File: config.mk
export PLATFORM = sky130hd
export DESIGN_NAME = exc_unit
export DESIGN_NICKNAME = d
export VERILOG_FILES = /design/src/common/exc_pkg.sv /design/src/common/exc_sync_if.sv /design/src/hw/exc_sync.sv /design/src/hw/exc_unit.sv
export SDC_FILE = /design/constraint.sdc
export NUM_CORES = 1
export LEC_CHECK = 0
export BUFFER_PORTS_ARGS = -buffer_cell sky130_fd_sc_hd__buf_2
export CORE_MARGIN = 2
export CORE_UTILIZATION = 55
export DETAILED_ROUTE_END_ITERATION = 8
export HOLD_SLACK_MARGIN = 0.02
export PLACE_DENSITY_LB_ADDON = 0.15
export SETUP_SLACK_MARGIN = 0.4
export SLEW_MARGIN = 40
export SYNTH_ARGS = -nofsm -noshare
export SYNTH_HDL_FRONTEND = slang
export SYNTH_SLANG_ARGS = --single-unit
File: constraint.sdc
create_clock -name clk -period 6.55 [get_ports clk]
set_input_delay 0.9825 -clock clk [delete_from_list [all_inputs] [get_ports clk]]
set_output_delay 0.9825 -clock clk [all_outputs]
set_load 0.03 [all_outputs]
File: src/common/exc_pkg.sv
package exc_pkg;

  // vector table, one word per slot
  localparam logic [31:0] VEC_RESET = 32'h0000_0000;
  localparam logic [31:0] VEC_UNDEF = 32'h0000_0004;
  localparam logic [31:0] VEC_TRAP = 32'h0000_0008;
  localparam logic [31:0] VEC_PABT = 32'h0000_000c;
  localparam logic [31:0] VEC_DABT = 32'h0000_0010;
  localparam logic [31:0] VEC_RSVD = 32'h0000_0014;
  localparam logic [31:0] VEC_IRQ = 32'h0000_0018;
  localparam logic [31:0] VEC_FIQ = 32'h0000_001c;
  // offset added to the data abort vector to form the link handed to a fast handler chained behind a data abort
  localparam logic [31:0] CHAIN_LINK_OFS = 32'h0000_0004;

  // mode encodings of the five-bit mode field
  localparam logic [4:0] MODE_USR = 5'h10;
  localparam logic [4:0] MODE_FIQ = 5'h11;
  localparam logic [4:0] MODE_IRQ = 5'h12;
  localparam logic [4:0] MODE_SVC = 5'h13;
  localparam logic [4:0] MODE_ABT = 5'h17;
  localparam logic [4:0] MODE_UND = 5'h1b;

  // status word layout
  localparam int SW_MODE_LSB = 0;
  localparam int SW_T_BIT = 5;
  localparam int SW_F_BIT = 6;
  localparam int SW_I_BIT = 7;
  localparam logic [31:0] SW_RESET_VAL = 32'h0000_00d3;

  // cycle figures
  localparam logic [1:0] DABT_ENTRY_CYC = 2'h3;
  localparam logic [1:0] FIQ_ENTRY_CYC = 2'h2;
  localparam logic [1:0] OTHER_ENTRY_CYC = 2'h2;
  localparam int SYNC_STAGES = 3;
  localparam int SYNC_MAX_CYC = 4;
  localparam logic [4:0] LDM_MAX_CYC = 5'h14;
  localparam logic [31:0] ADDR_STEP_WORD = 32'h0000_0004;
  localparam logic [31:0] ADDR_STEP_HALF = 32'h0000_0002;

  // register map (byte offsets)
  localparam logic [7:0] REG_CTRL = 8'h00;
  localparam logic [7:0] REG_STAT = 8'h04;
  localparam logic [7:0] REG_VEC = 8'h08;
  localparam logic [7:0] REG_CNT = 8'h0c;
  localparam int CTRL_IRQ_EN_BIT = 0;
  localparam int CTRL_FIQ_EN_BIT = 1;
  localparam logic [1:0] CTRL_RESET_VAL = 2'h3;
  localparam int STAT_OVERRUN_BIT = 8;

  // pin positions on the synchroniser
  localparam int PIN_FIQ = 0;
  localparam int PIN_IRQ = 1;
  localparam int PIN_RST = 2;
  localparam int PIN_W = 3;

  typedef enum logic [2:0] {
    EK_NONE, EK_RESET, EK_UNDEF, EK_TRAP, EK_PABT, EK_DABT, EK_IRQ, EK_FIQ
  } exc_kind_t;

  typedef enum logic [1:0] {
    ST_RUN, ST_RST_HOLD, ST_ENTRY
  } exc_state_t;

endpackage

File: src/common/exc_sync_if.sv
`timescale 1ns/10ps
interface exc_sync_if #(
  parameter int W = 3
);
  logic [W-1:0] raw;
  logic [W-1:0] synced;

  modport sync_side (input raw, output synced);
  modport core_side (output raw, input synced);
endinterface

File: src/hw/exc_sync.sv
`timescale 1ns/10ps
module exc_sync #(
  parameter int W = 3,
  parameter int STAGES = 3
) (
  input wire logic clk,
  input wire logic srst,
  input wire logic ce,
  exc_sync_if.sync_side port
);
  import exc_pkg::*;

  // idle level is high: all pins are active low
  logic [W-1:0] stage_r [STAGES];

  always_ff @(posedge clk) begin
    if (srst) begin
      for (int i = 0; i < STAGES; i++) begin
        stage_r[i] <= '1;
      end
    end else if (ce) begin
      stage_r[0] <= port.raw;
      for (int i = 1; i < STAGES; i++) begin
        stage_r[i] <= stage_r[i-1];
      end
    end
  end

  // first two stages resolve metastability, the last one only delays
  assign port.synced = stage_r[STAGES-1];
endmodule

File: src/hw/exc_unit.sv
// Design decisions made here: the register offsets and the APB interface to the registers.
`timescale 1ns/10ps
module exc_unit #(
  parameter int SYNC_DEPTH = exc_pkg::SYNC_STAGES
) (
  input wire logic clk,
  input wire logic srst,
  input wire logic ce,
  input wire logic fast_int_request_low,
  input wire logic normal_int_request_low,
  input wire logic reset_in_low,
  input wire logic insn_boundary,
  input wire logic undef_hit,
  input wire logic software_trap,
  input wire logic prefetch_abort_hit,
  input wire logic data_abort_hit,
  input wire logic [31:0] pc_in,
  input wire logic [31:0] pipe_addr,
  input wire logic pipe_mreq_low,
  input wire logic pipe_seq,
  input wire logic status_wr,
  input wire logic [31:0] status_wdata,
  input wire logic psel,
  input wire logic penable,
  input wire logic pwrite,
  input wire logic [7:0] paddr,
  input wire logic [31:0] pwdata,
  output logic [31:0] prdata,
  output logic pready,
  output logic pslverr,
  output logic entry_valid,
  output exc_pkg::exc_kind_t entry_kind,
  output logic [31:0] entry_vector,
  output logic [31:0] entry_link,
  output logic [31:0] entry_saved_status,
  output logic flush,
  output logic [31:0] current_status_word,
  output logic [31:0] supervisor_saved_status,
  output logic [31:0] supervisor_link_register,
  output logic mem_request_low,
  output logic sequential_flag,
  output logic [31:0] addr_out
);
  import exc_pkg::*;

  exc_sync_if #(.W(PIN_W)) pins ();

  assign pins.raw[PIN_FIQ] = fast_int_request_low;
  assign pins.raw[PIN_IRQ] = normal_int_request_low;
  assign pins.raw[PIN_RST] = reset_in_low;

  exc_sync #(.W(PIN_W), .STAGES(SYNC_DEPTH)) u_sync (
    .clk(clk),
    .srst(srst),
    .ce(ce),
    .port(pins.sync_side)
  );

  // synchronised levels, active high from here on
  logic fiq_s;
  logic irq_s;
  logic rst_s;
  assign fiq_s = ~pins.synced[PIN_FIQ];
  assign irq_s = ~pins.synced[PIN_IRQ];
  assign rst_s = ~pins.synced[PIN_RST];

  exc_state_t state_r;
  exc_kind_t kind_r;
  logic [1:0] cnt_r;
  logic chain_fiq_r;
  logic [31:0] sw_r;
  logic [31:0] link_hold_r;
  logic [1:0] ctrl_r;
  logic overrun_r;
  logic [4:0] wait_r;
  logic [31:0] entry_cnt_r;

  function automatic logic [31:0] vector_of(exc_kind_t k);
    case (k)
      EK_UNDEF: vector_of = VEC_UNDEF;
      EK_TRAP: vector_of = VEC_TRAP;
      EK_PABT: vector_of = VEC_PABT;
      EK_DABT: vector_of = VEC_DABT;
      EK_IRQ: vector_of = VEC_IRQ;
      EK_FIQ: vector_of = VEC_FIQ;
      default: vector_of = VEC_RESET;
    endcase
  endfunction

  function automatic logic [4:0] mode_of(exc_kind_t k);
    case (k)
      EK_UNDEF: mode_of = MODE_UND;
      EK_PABT, EK_DABT: mode_of = MODE_ABT;
      EK_IRQ: mode_of = MODE_IRQ;
      EK_FIQ: mode_of = MODE_FIQ;
      default: mode_of = MODE_SVC;
    endcase
  endfunction

  function automatic logic [1:0] cycles_of(exc_kind_t k);
    case (k)
      EK_DABT: cycles_of = DABT_ENTRY_CYC;
      EK_FIQ: cycles_of = FIQ_ENTRY_CYC;
      default: cycles_of = OTHER_ENTRY_CYC;
    endcase
  endfunction

  // status word as it stands after entry for kind k
  function automatic logic [31:0] entry_sw(logic [31:0] sw, exc_kind_t k);
    logic [31:0] v;
    v = sw;
    v[SW_MODE_LSB +: 5] = mode_of(k);
    v[SW_I_BIT] = 1'b1;
    if (k == EK_FIQ || k == EK_RESET) begin
      v[SW_F_BIT] = 1'b1;
    end
    // exceptions always run in the full-width state
    v[SW_T_BIT] = 1'b0;
    entry_sw = v;
  endfunction

  logic fiq_ok;
  logic irq_ok;
  exc_kind_t pick;

  // the status disable bit and the software enable must both allow
  assign fiq_ok = fiq_s && !sw_r[SW_F_BIT] && ctrl_r[CTRL_FIQ_EN_BIT];
  assign irq_ok = irq_s && !sw_r[SW_I_BIT] && ctrl_r[CTRL_IRQ_EN_BIT];

  always_comb begin
    // fast ahead of normal: a busy fast source can starve normal
    if (data_abort_hit) begin
      pick = EK_DABT;
    end else if (fiq_ok) begin
      pick = EK_FIQ;
    end else if (irq_ok) begin
      pick = EK_IRQ;
    end else if (prefetch_abort_hit) begin
      pick = EK_PABT;
    end else if (undef_hit) begin
      pick = EK_UNDEF;
    end else if (software_trap) begin
      pick = EK_TRAP;
    end else begin
      pick = EK_NONE;
    end
  end

  // exception sequencing and the status word
  always_ff @(posedge clk) begin
    if (srst) begin
      state_r <= ST_RUN;
      kind_r <= EK_NONE;
      cnt_r <= 2'h0;
      chain_fiq_r <= 1'b0;
      sw_r <= SW_RESET_VAL;
      link_hold_r <= 32'h0000_0000;
      entry_valid <= 1'b0;
      entry_kind <= EK_NONE;
      entry_vector <= VEC_RESET;
      entry_link <= 32'h0000_0000;
      entry_saved_status <= 32'h0000_0000;
      flush <= 1'b0;
      supervisor_saved_status <= 32'h0000_0000;
      supervisor_link_register <= 32'h0000_0000;
      entry_cnt_r <= 32'h0000_0000;
    end else if (ce) begin
      entry_valid <= 1'b0;
      flush <= 1'b0;
      if (rst_s) begin
        // current instruction is dropped for as long as reset is held
        state_r <= ST_RST_HOLD;
        chain_fiq_r <= 1'b0;
        // flush once, on the first held cycle
        flush <= (state_r != ST_RST_HOLD);
      end else begin
        case (state_r)
          ST_RST_HOLD: begin
            // pc and status are indeterminate here and banked as found
            supervisor_link_register <= pc_in;
            supervisor_saved_status <= sw_r;
            sw_r <= entry_sw(sw_r, EK_RESET);
            entry_valid <= 1'b1;
            entry_kind <= EK_RESET;
            entry_vector <= VEC_RESET;
            entry_link <= pc_in;
            entry_saved_status <= sw_r;
            entry_cnt_r <= entry_cnt_r + 32'h1;
            state_r <= ST_RUN;
          end
          ST_RUN: begin
            if (insn_boundary && pick != EK_NONE) begin
              kind_r <= pick;
              // counts down to zero, entry lands cycles_of edges later
              cnt_r <= cycles_of(pick) - 2'h1;
              chain_fiq_r <= (pick == EK_DABT) && fiq_ok;
              link_hold_r <= pc_in;
              flush <= 1'b1;
              state_r <= ST_ENTRY;
            end else if (status_wr) begin
              // a status write loses to an entry taken in the same cycle
              sw_r <= status_wdata;
            end
          end
          ST_ENTRY: begin
            if (cnt_r != 2'h0) begin
              cnt_r <= cnt_r - 2'h1;
            end else begin
              sw_r <= entry_sw(sw_r, kind_r);
              entry_valid <= 1'b1;
              entry_kind <= kind_r;
              entry_vector <= vector_of(kind_r);
              entry_link <= link_hold_r;
              entry_saved_status <= sw_r;
              entry_cnt_r <= entry_cnt_r + 32'h1;
              // a trap also banks its return state for the supervisor
              if (kind_r == EK_TRAP) begin
                supervisor_link_register <= link_hold_r;
                supervisor_saved_status <= sw_r;
              end
              if (chain_fiq_r) begin
                // fast handler returns into the abort handler's first word
                kind_r <= EK_FIQ;
                cnt_r <= FIQ_ENTRY_CYC - 2'h1;
                link_hold_r <= VEC_DABT + CHAIN_LINK_OFS;
                chain_fiq_r <= 1'b0;
              end else begin
                state_r <= ST_RUN;
              end
            end
          end
          default: begin
            state_r <= ST_RUN;
          end
        endcase
      end
    end
  end

  assign current_status_word = sw_r;

  // a write lands only at the access edge that also sees pready
  logic apb_setup;
  logic apb_wr;
  assign apb_setup = psel && !penable;
  assign apb_wr = psel && penable && pready && pwrite;

  // memory request signals and address
  always_ff @(posedge clk) begin
    if (srst) begin
      mem_request_low <= 1'b1;
      sequential_flag <= 1'b0;
      addr_out <= VEC_RESET;
    end else if (ce) begin
      if (state_r == ST_RST_HOLD && rst_s) begin
        // keeps stepping as if fetching, but memory must not commit
        mem_request_low <= 1'b1;
        sequential_flag <= 1'b0;
        addr_out <= addr_out + (sw_r[SW_T_BIT] ? ADDR_STEP_HALF : ADDR_STEP_WORD);
      end else if (state_r == ST_RST_HOLD) begin
        mem_request_low <= 1'b1;
        sequential_flag <= 1'b0;
        addr_out <= VEC_RESET;
      end else begin
        mem_request_low <= pipe_mreq_low;
        sequential_flag <= pipe_seq;
        addr_out <= pipe_addr;
      end
    end
  end

  // boundary watchdog: an enabled request waiting longer than the
  // longest instruction points at a stalled pipeline or wait states
  always_ff @(posedge clk) begin
    if (srst) begin
      wait_r <= 5'h0;
      overrun_r <= 1'b0;
    end else if (ce) begin
      if (state_r == ST_RUN && (fiq_ok || irq_ok) && !insn_boundary) begin
        // saturates so a long stall cannot wrap under the limit
        if (wait_r != 5'h1f) begin
          wait_r <= wait_r + 5'h1;
        end
      end else begin
        wait_r <= 5'h0;
      end
      // set wins over a clear in the same cycle
      if (wait_r >= LDM_MAX_CYC) begin
        overrun_r <= 1'b1;
      end else if (apb_wr && paddr == REG_STAT && pwdata[STAT_OVERRUN_BIT]) begin
        overrun_r <= 1'b0;
      end
    end
  end

  // status readback also shows the synchronised request levels
  logic [31:0] rd_val;
  logic rd_hit;

  always_comb begin
    rd_val = 32'h0000_0000;
    rd_hit = 1'b1;
    case (paddr)
      REG_CTRL: rd_val = {30'h0, ctrl_r};
      REG_STAT: rd_val = {21'h0, irq_s, fiq_s, overrun_r, sw_r[SW_F_BIT],
                          sw_r[SW_I_BIT], entry_kind, 1'b0, state_r};
      REG_VEC: rd_val = entry_vector;
      REG_CNT: rd_val = entry_cnt_r;
      default: rd_hit = 1'b0;
    endcase
  end

  // apb slave: answer is computed in setup, so access needs no wait
  always_ff @(posedge clk) begin
    if (srst) begin
      ctrl_r <= CTRL_RESET_VAL;
      prdata <= 32'h0000_0000;
      pready <= 1'b0;
      pslverr <= 1'b0;
    end else if (ce) begin
      pready <= apb_setup;
      // pslverr only answers the access cycle of an unmapped offset
      pslverr <= apb_setup && !rd_hit;
      prdata <= (apb_setup && !pwrite) ? rd_val : 32'h0000_0000;
      if (apb_wr && paddr == REG_CTRL) begin
        ctrl_r <= pwdata[1:0];
      end
    end
  end

endmodule

=== Yosys cells after proc, flatten, opt, wreduce, memory -nomap -nowiden ===
Memories as Yosys holds them, arrays and structs flattened.
Cells that the tools add are included.

* Add/sub/neg operators: 5
* Reductions and logical operators: 48
* $lt $le $gt $ge: 1
* Bitwise gates (word level): 9
* Equality and inequality tests: 28
* Muxes and demuxes: 84

{| class="wikitable"
|+ Operator list
! kind !! count
|-
| $mux 32 || 16
|-
| $pmux 32 s2 || 7
|-
| $pmux 32 s4 || 1
|-
| $pmux 32 s3 || 1
|-
| $mux 3 || 12
|-
| $add 32x1->32 const B || 1
|-
| $add 32x3->32 || 1
|-
| $pmux 5 s6 || 1
|-
| $mux 2 || 14
|-
| $mux 1 || 22
|-
| $logic_and 1x1->1 || 18
|-
| $eq 8x4->1 const B || 2
|-
| $pmux 4 s4 || 1
|-
| $eq 3x3->1 const B || 5
|-
| $ne 2x2->1 const B || 7
|-
| $reduce_and 7->1 || 2
|-
| $ne 3x3->1 const B || 4
|-
| $pmux 3 s2 || 2
|-
| $reduce_and 4->1 || 3
|-
| $reduce_and 6->1 || 2
|-
| $mux 5 || 2
|-
| $reduce_and 5->1 || 2
|-
| $eq 8x3->1 const B || 1
|-
| $logic_not 8->1 || 1
|-
| other kinds (23) || 47
|}

* Word-level logic and storage cells: 202
* Memories: 1
* Register bits: 345
* Input port bits: 153
* Memory bits (writable): 9
* Output and inout port bits: 265

{| class="wikitable"
|+ Memories
! memory !! words !! width !! read ports !! clocked after Yosys merged registers in !! write ports !! line !! source
|-
| u_sync.stage_r || 3 || 3 || 3 || 0 || 3 || exc_sync.sv:14 || <nowiki>logic [W-1:0] stage_r [STAGES];</nowiki>
|}

=== Logic depth before layout (Yosys ltp) ===
Gate-level depths: netlist (run 1).
An unclocked memory read counts as a cell.

* Depth in word-level cells: 17
* Depth in mapped cells: 11

=== Hierarchy ===
A second synthesis (run 1) with hierarchy kept.

* Cells, all modules: 1641
* Area total of the unflattened synthesis: 13773.2 um^2

{| class="wikitable"
|+ Modules (own cells, without submodules)
! module !! cells an instance !! area an instance (um^2) !! instances
|-
| exc_unit || 1619 || 13395.3 || 1
|-
| exc_sync || 22 || 377.9 || 1
|}

=== Worst setup path before layout (run 1) ===
No wires, ideal clock.

* Kind: register -> register
* From: register sw_r[5], in the netlist current_status_word[5]
* To: register addr_out[27]
* Stages on the path, launching flop included: 10
* Period minus slack after synthesis: 2.708 ns
* Path buffers: 1
* Library setup time: 0.122 ns
* Data arrival time: 2.586 ns
* Slack: 3.842 ns
* Cells stage by stage: dfxtp_1 -> ha_1 -> inv_1 -> fa_1 -> nand3b_1 -> nor3_1 -> clkbuf_1 -> a41oi_1 -> o21ai_0 -> nand3_1

* Word-level cells in the longest chain between the ends: 3

{| class="wikitable"
|+ Ends and longest elaborated chain
! item !! line !! source
|-
| start, declared || exc_unit.sv:71 || <nowiki>logic [31:0] sw_r;</nowiki>
|-
| start signal, assigned || exc_unit.sv:182 || <nowiki>sw_r <= entry_sw(sw_r, EK_RESET);</nowiki>
|-
| start signal, assigned || exc_unit.sv:202 || <nowiki>sw_r <= status_wdata;</nowiki>
|-
| start signal, assigned || exc_unit.sv:209 || <nowiki>sw_r <= entry_sw(sw_r, kind_r);</nowiki>
|-
| $mux 3 || exc_unit.sv:259 || <nowiki>addr_out <= addr_out + (sw_r[SW_T_BIT] ? ADDR_STEP_HALF : ADDR_STEP_WORD);</nowiki>
|-
| $add 32x3->32 || exc_unit.sv:259 ||
|-
| $mux 32 || exc_unit.sv:255 || <nowiki>if (state_r == ST_RST_HOLD && rst_s) begin</nowiki>
|-
| end signal, assigned || exc_unit.sv:259 ||
|-
| end signal, assigned || exc_unit.sv:267 || <nowiki>addr_out <= pipe_addr;</nowiki>
|-
| end, declared || exc_unit.sv:42 || <nowiki>output logic [31:0] addr_out</nowiki>
|}

Every way passes these cells.
A chain may end at the register's enable or synchronous reset.

=== Final worst setup path (run 1) ===
* From: register state_r[0]
* To: register entry_link[8]

* Word-level cells in the longest chain between the ends: 3
* Elaborated cells between the ends (all ways): 6
* Classes of those cells: eq/ne (3); mux (1); reduce/logical (2)

{| class="wikitable"
|+ Ends and longest elaborated chain
! item !! line !! source
|-
| start, declared || exc_unit.sv:67 || <nowiki>exc_state_t state_r;</nowiki>
|-
| start signal, assigned || exc_unit.sv:152 || <nowiki>state_r <= ST_RUN;</nowiki>
|-
| start signal, assigned || exc_unit.sv:172 || <nowiki>state_r <= ST_RST_HOLD;</nowiki>
|-
| start signal, assigned || exc_unit.sv:189 || <nowiki>state_r <= ST_RUN;</nowiki>
|-
| $eq 2x2->1 / $eq 2x1->1 (equally long branches) || exc_unit.sv:177 || <nowiki>case (state_r)</nowiki>
|-
| $ne 2x2->1 (no line) / $reduce_bool 2->1 (equally long branches) || n/a ||
|-
| $reduce_and 4->1 (no line) || n/a ||
|-
| end signal, assigned || exc_unit.sv:186 || <nowiki>entry_link <= pc_in;</nowiki>
|-
| end signal, assigned || exc_unit.sv:213 || <nowiki>entry_link <= link_hold_r;</nowiki>
|-
| end, declared || exc_unit.sv:34 || <nowiki>output logic [31:0] entry_link,</nowiki>
|}

Parallel ways exist; a longest one is shown, timed or not.

==> results of run 1 <==
## sequential cells by signal, indices dropped and copies added, names as in the netlist, 2 cells and up
signal                    flops
cnt_r                         2
entry_vector                  3
link_hold_r                  32
wait_r                        5
supervisor_link_register     32
ctrl_r                        2
entry_kind                    3
supervisor_saved_status      32
prdata                       32
addr_out                     32
entry_link                   32
entry_saved_status           32
state_r                       2
current_status_word          32
u_sync.stage_r                9
kind_r                        3
entry_cnt_r                  32
## final cells by class
| class | instances | area share |
|---|---|---|
| timing repair buffer | 376 | 0.1216 |
| tap | 324 | 0.02431 |
| inverter | 28 | 0.006303 |
| sequential | 325 | 0.3956 |
| clock inverter | 14 | 0.01051 |
| antenna | 10 | 0.001501 |
| clock buffer | 48 | 0.06025 |
| multi-input combinational | 1089 | 0.3800 |
## stage by stage
step           utilization  cell area [um2]
2_1_floorplan            -            13690
3_3_place_gp        0.6318            15320
3_5_place_dp        0.6373            15450
4_1_cts             0.6860            16630
5_1_grt             0.6870            16660
6_report            0.6877            16670
## worst max-delay path, cell delays in order, from the launching register on
cell	delay, ns
dfxtp_1	0.34
inv_1	0.11
ha_2	0.36
buf_4	0.61
or3b_1	0.56
a21oi_4	0.51
buf_4	0.68
nor2_1	0.10
a211oi_1	0.23
## cell usage in the layout (no fill, tap or decap), types with 14 or more instances in the layout
cell type	Yosys	layout
nor4_1	17	17
conb_1	1	29
a211oi_1	67	67
buf_2	14	358
dfxtp_1	316	316
nor3_1	24	24
a21oi_1	137	136
xnor2_1	20	20
nand2_1	209	209
nand4_1	28	28
o21ai_0	56	56
nand3_1	25	25
clkbuf_16	0	35
nor2_1	167	164
a22o_1	59	59
mux2i_1	41	41
inv_1	26	26
a22oi_1	14	14
nor2b_1	42	40
## worst paths after layout
kind | start | slack [ns] | to
worst max-delay path | state_r[0] | 2.84 | entry_link[8]
worst min-delay path | entry_saved_status[9] | 0.45 | entry_saved_status[9]
worst max register to register | state_r[0] | 2.84 | entry_link[8]
worst min register to register | entry_saved_status[9] | 0.45 | entry_saved_status[9]
## routing by layer
layer / up-vias / track usage / wire length, um
met2: 452 / 0.4464 / 17340
met5: - / 0 / 0
met1: 5776 / 0.3487 / 15430
li1: 6054 / - / -
met4: 0 / 0.09050 / 1082
met3: 71 / 0.07653 / 3183
## cell families after synthesis
family | share of synthesized area
adder cells (fa/ha/maj) | 0.01069
other | 0.0002761
flip-flops | 0.4856
multiplexers | 0.03685
AND/OR/NAND/NOR | 0.2017
buffers and inverters | 0.05849
XOR/XNOR | 0.01548
AO/OA/AOI/OAI | 0.1909
## power by group through the flow
stage	Clock (mW)	Combinational, mW	Sequential [mW]
3_3_place_gp	0	0.429	2.14
3_5_place_dp	0	0.444	2.14
5_1_grt	2.13	0.483	2.10
6_report	2.02	0.445	2.10
2_1_floorplan	0	0.245	2.20
4_1_cts	2.05	0.445	2.09
==> impl_results.md, run 1 <==
* Status: complete, no violations
* Most frequent cell after synthesis: dfxtp_1
* Dpl cells at between 2000 and 2500
* Nets at 2019
* Post-CTS sizing at 0
* Max_cap viols at 0
* Non-Filler Instances at around 2200
* Post-CTS Hold Buffers at 0
* Ys flop type: dfxtp_1
* FP Rows at 57
* Boundary Pins at 418
* Via count at 12350
* Reg power frac at 0.460
* Critical Path RT at 6.97 ns
* Post-synth EDFFs at 9
* Die height at 161.2 um
* Initial antenna violation count at 7
* GR Overflow Total at 0
* DRT Pass-1 Iters at 6
* Fraction of layout cells with a size suffix above 1 at 0.2484
* Worst-Margin Slew at 0.8395 ns
* Top-area cell type share of the netlist area at 0.4657
* Post-DR wirelength/cell at roughly 17 um
* Post-synthesis sequential area ratio at 0.4856
* GPL Wtd Cong at 0.8589
* Synthesized area at 13580 um2
* Post-route ant nets at 0
* Area growth from synthesis to layout at 22.76%
* Die area at roughly 26000 um2
* Tmin final at approximately 3.7 ns
* Share of flip-flops with an asynchronous set or reset at 0
* HPWL after detailed placement at 25.04 mm
* Final setup TNS at 0 ns
* Setup bufs post-CTS at 0
* Hold Path Class: reg -> reg
* Worst path arrival time at ~4.1 ns
* Clock root buffer master: clkbuf_16
* Total GRT Usage at 0.2725
* # fillers at 2018
* Cell taking the most area after synthesis: dfxtp_1
* Initial Util at 0.5602
* Detailed Route WL at 37.04 mm
* Lkg Pwr at 6.904 nW
* CP Class: reg -> reg
* Clk buf depth at 3
* Internal power at 3.421 mW
* Final period util at 0.5666
* First-pass GRT wire length at 58.32 mm
* CTS sink cnt at 325
* Reg2Reg Depth at 8
* Fmax at around 270 MHz
* Setup repair after global routing missed its margin: false
* CP Launch Type: flop
* Register area at 6596 um2
* Worst-skew pair later-pin latency at 0.51 ns
* Drc violations at 0
* Cell Pwr Density at 273.5 nW/um2
* Multi-input gate area at 6336 um2
* Final Hold Viols at 0
* DR vias/cell at 5.579
* Worst-path fanout max at 73
* Top cells by count, synth: dfxtp_1, nand2_1, nor2_1
* Clock power frac at 0.443
* Final WS setup at 2.839 ns
* Syn Inst Count at about 1600
* Slew margin rel. at 0.4404
* Switching power at around 1.1 mW
* H-tree depth at 2
* Slew Viols, Final at 0
* Total power at between 4 and 5 mW
* Pin count of the biggest net entering global routing at 104
* Syn avg cell area at between 8 and 9 um2
* Setup violators final at 0
* Clock Skews at 0.01087 ns
* Ys Warns at 0
* Hold Path Stages at 2
* Synth Register Bits at 325
* PortBufs at roughly 360
* DP Worst Slack at 2.489 ns
* Clock buffer count from CTS at 35
* Vias in the first global route at roughly 11000
* Initial DRC count at 1023
* Reg clk slew, reported paths at 0.06 ns
* Die width at 161.2 um
* Top cells by area, synth: dfxtp_1, nand2_1, a21oi_1
* CTS tree: built
* Hold slack at 0.4509 ns
* Core area at 24250 um2
* Synth cell types at around 70
* Gate power share at 0.098
* Max IR drop VDD at 212.1 uV
* Sw Share at 0.2497
* Critical path endpoint category: flop
Note: power is estimated with default switching activity, not from simulation.
==> run 2: changes to the inputs <==
- CORE_ASPECT_RATIO: unset -> 1.2
- CORE_UTILIZATION: 55 -> 51
- clock period: 6.55 -> 3.65 ns (I/O delays scaled with it)
==> impl_results.md, run 2 (synthesis results as in run 1) <==
* Via count at 12340
* Fmax at 353.0 MHz
* Total GRT Usage at 0.2561
* Worst-skew pair later-pin latency at 0.51 ns
* CP Launch Type: flop
* Clk buf depth at 3
* Commonest non-fill, non-tap cell in the layout: buf_2
* First-pass GRT wire length at 59.33 mm
* Clock root buffer master: clkbuf_16
* Worst-path fanout max at 18
* CP Class: reg -> reg
* Worst setup endpoint: entry_cnt_r[22]
* Critical Path RT at 4.03 ns
* HPWL after detailed placement at between 20 and 30 mm
* Worst Setup SP: state_r[0]
* Initial antenna violation count at 9
* Drc violations at 0
* Status: complete, no violations
* Switching power at 2.071 mW
* Post-route ant nets at 0
* Nets at roughly 2000
* Slew Viols, Final at 0
* Clock buffer count from CTS at 35
* Slew margin rel. at 0.4655
* Area growth from synthesis to layout at 23.16%
* CTS sink cnt at 325
* Dpl cell area at between 15000 and 20000 um2
* Final setup TNS at 0 ns
* Cell Pwr Density at 489.0 nW/um2
* Dpl cells at 2160
* Post-DR wirelength/cell at 16.92 um
* GPL Wtd Cong at 0.8418
* Initial Util at 0.5171
* Setup violators final at 0
* Core area at 26270 um2
* Clock power frac at 0.442
* Pin count of the biggest net entering global routing at 100
* Commonest non-fill, non-tap cells in the layout: buf_2, dfxtp_1, nand2_1, nor2_1, a21oi_1
* Reg power frac at 0.459
* Vias in the first global route at 11490
* Setup bufs post-CTS at 0
* Post-CTS Hold Buffers at 0
* Max IR drop VDD at 396.7 uV
* Die height at 182.8 um
* Die area at 27960 um2
* Post-route cell area at 16730 um2
* # fillers at roughly 2300
* RR Startpoint: state_r[0]
* Setup repair after global routing missed its margin: false
* FF-to-FF setup slack at about 0.8 ns
* DRT Pass-1 Iters at 5
* DR vias/cell at between 5 and 6
* Detailed Route WL at 37.71 mm
* PortBufs at between 300 and 400
* Critical path endpoint category: flop
* Hold Path Class: in -> reg
* Worst-Margin Slew at 0.8018 ns
* FP Rows at 65
* Max_cap viols at 0
* Fraction of layout cells with a size suffix above 1 at 0.2511
* Reg2Reg Depth at 7
* Lkg Pwr at a little under 7 nW
* Reg-to-Reg End: entry_cnt_r[22]
* Hold slack at approximately 0.23 ns
* Non-Filler Instances at 2228
* Worst path arrival time at 3.21 ns
* Tmin final at 2.833 ns
* Sw Share at 0.2532
* GR Overflow Total at 0
* Die width at 153.0 um
* Clock Skews at 0.01432 ns
* Boundary Pins at 418
* Final Hold Viols at 0
* Gate power share at 0.098
* Final period util at 0.7761
* Initial DRC count at 591
* Hold Path Stages at 3
* H-tree depth at 2
* CTS tree: built
* Final Core Density at 0.6368
* Reg clk slew, reported paths at 0.06 ns
* Post-CTS sizing at 0
* Internal power at 6.109 mW
run 2: cell types whose count changed in the layout (fill, tap and decap cells not counted), sizes merged:
cell | previous run | this run
buf | 376 | 384
diode | 10 | 5
bufinv | 4 | 3
clkbuf | 48 | 49
clkinv | 11 | 10
clkinvlp | 0 | 1
run 2: power by group through the flow:
| stage | clock [mW] | combinational [mW] | sequential (mW) |
|---|---|---|---|
| floorplan | 0 | 0.439 | 3.95 |
| global placement | 0 | 0.786 | 3.83 |
| detailed placement | 0 | 0.805 | 3.83 |
| CTS | 3.69 | 0.807 | 3.76 |
| global route | 3.84 | 0.874 | 3.77 |
| finish | 3.62 | 0.803 | 3.76 |
run 2: worst min path at each step:
stage,start,endpoint,slack [ns]
3_5_place_dp,supervisor_saved_status[1],supervisor_saved_status[1],0.44
5_1_grt,pipe_addr[26],addr_out[26],0.25
4_1_cts,pipe_addr[26],addr_out[26],0.22
2_1_floorplan,entry_cnt_r[30],prdata[30],0.44
6_report,pipe_addr[24],addr_out[24],0.23
3_3_place_gp,flush,flush,0.43
run 2: routing by layer:
layer	wire, um	vias up	track usage
li1	-	6060	-
met1	15290	5804	0.3068
met2	18350	390	0.4378
met3	2853	81	0.07231
met4	1176	6	0.09815
met5	37	-	0
run 2: cell type report:
type | instances | area (um2) | share of cell area
sequential | 325 | 6596 | 0.3943
multi-input combinational | 1089 | 6331 | 0.3785
timing repair buffer | 384 | 2076 | 0.1241
clock buffer | 49 | 1020 | 0.06096
tap | 335 | 419.2 | 0.02506
clock inverter | 13 | 168.9 | 0.01010
inverter | 28 | 105.1 | 0.006283
antenna | 5 | 12.51 | 0.0007479
run 2: critical path: stages, from the launching register on:
cell and delay (ns):
dfxtp_1 0.35, inv_1 0.11, ha_2 0.36, or3b_1 0.54
a211o_1 0.62, nor4_1 0.49, xnor2_1 0.17, nor2_1 0.05
run 2: metrics by stage:
step | total power [mW] | setup slack [ns]
floorplan | 4.392 | 0.9424
global placement | 4.616 | 0.8346
detailed placement | 4.639 | 0.8356
CTS | 8.254 | 0.8348
global route | 8.490 | 0.6713
finish | 8.180 | 0.8174
==> run 3: changes to the inputs <==
- CORE_UTILIZATION: 51 -> 47
- clock period: 3.65 -> 2.55 ns (I/O delays scaled with it)
==> impl_results.md, run 3 (synthesis results as in run 1) <==
* Status: complete, no violations
* Worst path arrival time at 2.58 ns
* DP Worst Slack at 0.1290 ns
* Vias in the first global route at 11780
* Reg-to-Reg End: entry_cnt_r[12]
* Pin count of the biggest net entering global routing at 127
* Post-route ant nets at 0
* Slew margin rel. at 0.5817
* CTS tree: built
* Max_cap viols at 0
* Hold Path Stages at 3
* Worst-path fanout max at 8
* Hold wc startpoint: pipe_addr[24]
* PortBufs at 359
* Via count at around 13000
* FF-to-FF setup slack at 0.39 ns
* Detailed Route WL at 40.47 mm
* Met2 WL post-DR at a little under 20 mm
* Hold Path Class: in -> reg
* Final WS setup at 0.3932 ns
* Worst-skew pair later-pin latency at 0.51 ns
* Fraction of layout cells with a size suffix above 1 at 0.2895
* Dpl cells at approximately 2200
* Clock Skews at 0.01557 ns
* Reg2Reg Depth at 7
* Die area at 30280 um2
* CTS sink cnt at 325
* Post-CTS Hold Buffers at 0
* Final setup TNS at 0 ns
* Die width at 159.2 um
* Fmax at 463.7 MHz
* Worst-Margin Slew at 0.6274 ns
* Commonest non-fill, non-tap cell in the layout: buf_2
* Boundary Pins at approximately 420
* GR Overflow Total at 0
* Post-DR wirelength/cell at 17.38 um
* First-pass GRT wire length at approximately 62 mm
* H-tree depth at 2
* Clk buf depth at 3
* CP Launch Type: flop
* Final period util at 0.8458
* Slew Viols, Final at 0
* Initial antenna violation count at 9
* # fillers at 2540
* Initial Util at 0.4751
* Critical Path RT at roughly 3 ns
* Clock buffer count from CTS at 35
* Area growth from synthesis to layout at 29.28%
* Core area at 28590 um2
* Clock root buffer master: clkbuf_16
* HPWL after detailed placement at about 27 mm
* Worst Hold Endpoint: addr_out[24]
* Commonest non-fill, non-tap cells in the layout: buf_2, dfxtp_1, nand2_1, nor2_1, a21oi_1
* RR Startpoint: state_r[0]
* CP Class: reg -> reg
* Critical path endpoint category: flop
* Final Core Density at 0.6143
* Final Hold Viols at 0
* Reg clk slew, reported paths at approximately 0.06 ns
* Tmin final at 2.157 ns
* Cell Pwr Density at about 650 nW/um2
* Total power at 11.40 mW
* Met1 Wirelength at 16.75 mm
* DRT Pass-1 Iters at 5
* Setup violators final at 0
* Initial DRC count at between 700 and 800
* FP Rows at 68
* Drc violations at 0
* Nets at 2082
* Non-Filler Instances at 2329
* Setup repair after global routing missed its margin: true
* Die height at 190.2 um
* Met3 wire length at 3.009 mm
* Max IR drop VDD at 746.2 uV
* GPL Wtd Cong at ~0.83
* Lkg Pwr at approximately 7.4 nW
* DR vias/cell at 5.410
* Total GRT Usage at 0.2488
* Max layer used: met5
## run 3: cell types whose count changed in the layout (fill, tap and decap cells not counted), sizes merged
cell      previous run  this run
buf                384       432
clkbuf              49        55
clkinv              10         6
bufinv               3         0
bufbuf               0         2
inv                 27        25
a211o                2         3
and2                 7         8
clkinvlp             1         2
diode                5         6
## run 3: worst max-delay path: stages (launching register included)
cell and delay (ns):
dfxtp_4 0.37, inv_4 0.06, ha_4 0.14, or3b_4 0.42, a211o_4 0.43, buf_6 0.16
or3_4 0.36, a21oi_2 0.13
## run 3: how the worst max path moves through the flow
stage	from	endpoint	depth (start not counted)
final	state_r[0]	entry_cnt_r[12]	7
after global routing	current_status_word[5]	addr_out[27]	10
after CTS	state_r[0]	entry_cnt_r[29]	6
after detailed placement	state_r[0]	entry_cnt_r[12]	7
after global placement	data_abort_hit	link_hold_r[21]	7
after floorplan	current_status_word[5]	addr_out[27]	9
## run 3: final cells by class
cell class              instances  area (um2)  share of cell area
repair buffers                437        2613              0.1488
clock buffers                  52        1032             0.05878
well taps                     385       481.7             0.02743
diodes                          6       15.01           0.0008550
flip-flops and latches        325        6614              0.3766
inverters                      28       111.4            0.006341
multi-input cells            1091        6666              0.3796
clock inverters                 5       27.53            0.001568
## run 3: repair_timing
| action | in CTS | in global routing |
|---|---|---|
| resized for setup | 19 | 38 |
| setup endpoints to repair | 119 | 202 |
| pin swaps | 10 | 24 |
| cloned | 3 | 3 |
| buffers inserted | 11 | 13 |
## run 3: where the power goes
group	switching (mW)	internal (mW)
Clock	1.98	2.78
Combinational	0.820	0.439
Sequential	0.128	5.25
Total	2.93	8.47
## run 3: through the flow
stage,cell area [um2],hold WS [ns]
global route,17550,0.07496
floorplan,13840,0.4424
detailed placement,15900,0.4440
finish,17560,0.07390
CTS,17200,0.05692
global placement,15900,0.4322
## run 3: layer usage
layer  up-vias  GRT usage
li1       6170          -
met1      5944     0.3028
met3        80    0.06829
met2       398     0.4279
met4         8    0.08112
met5         -          0
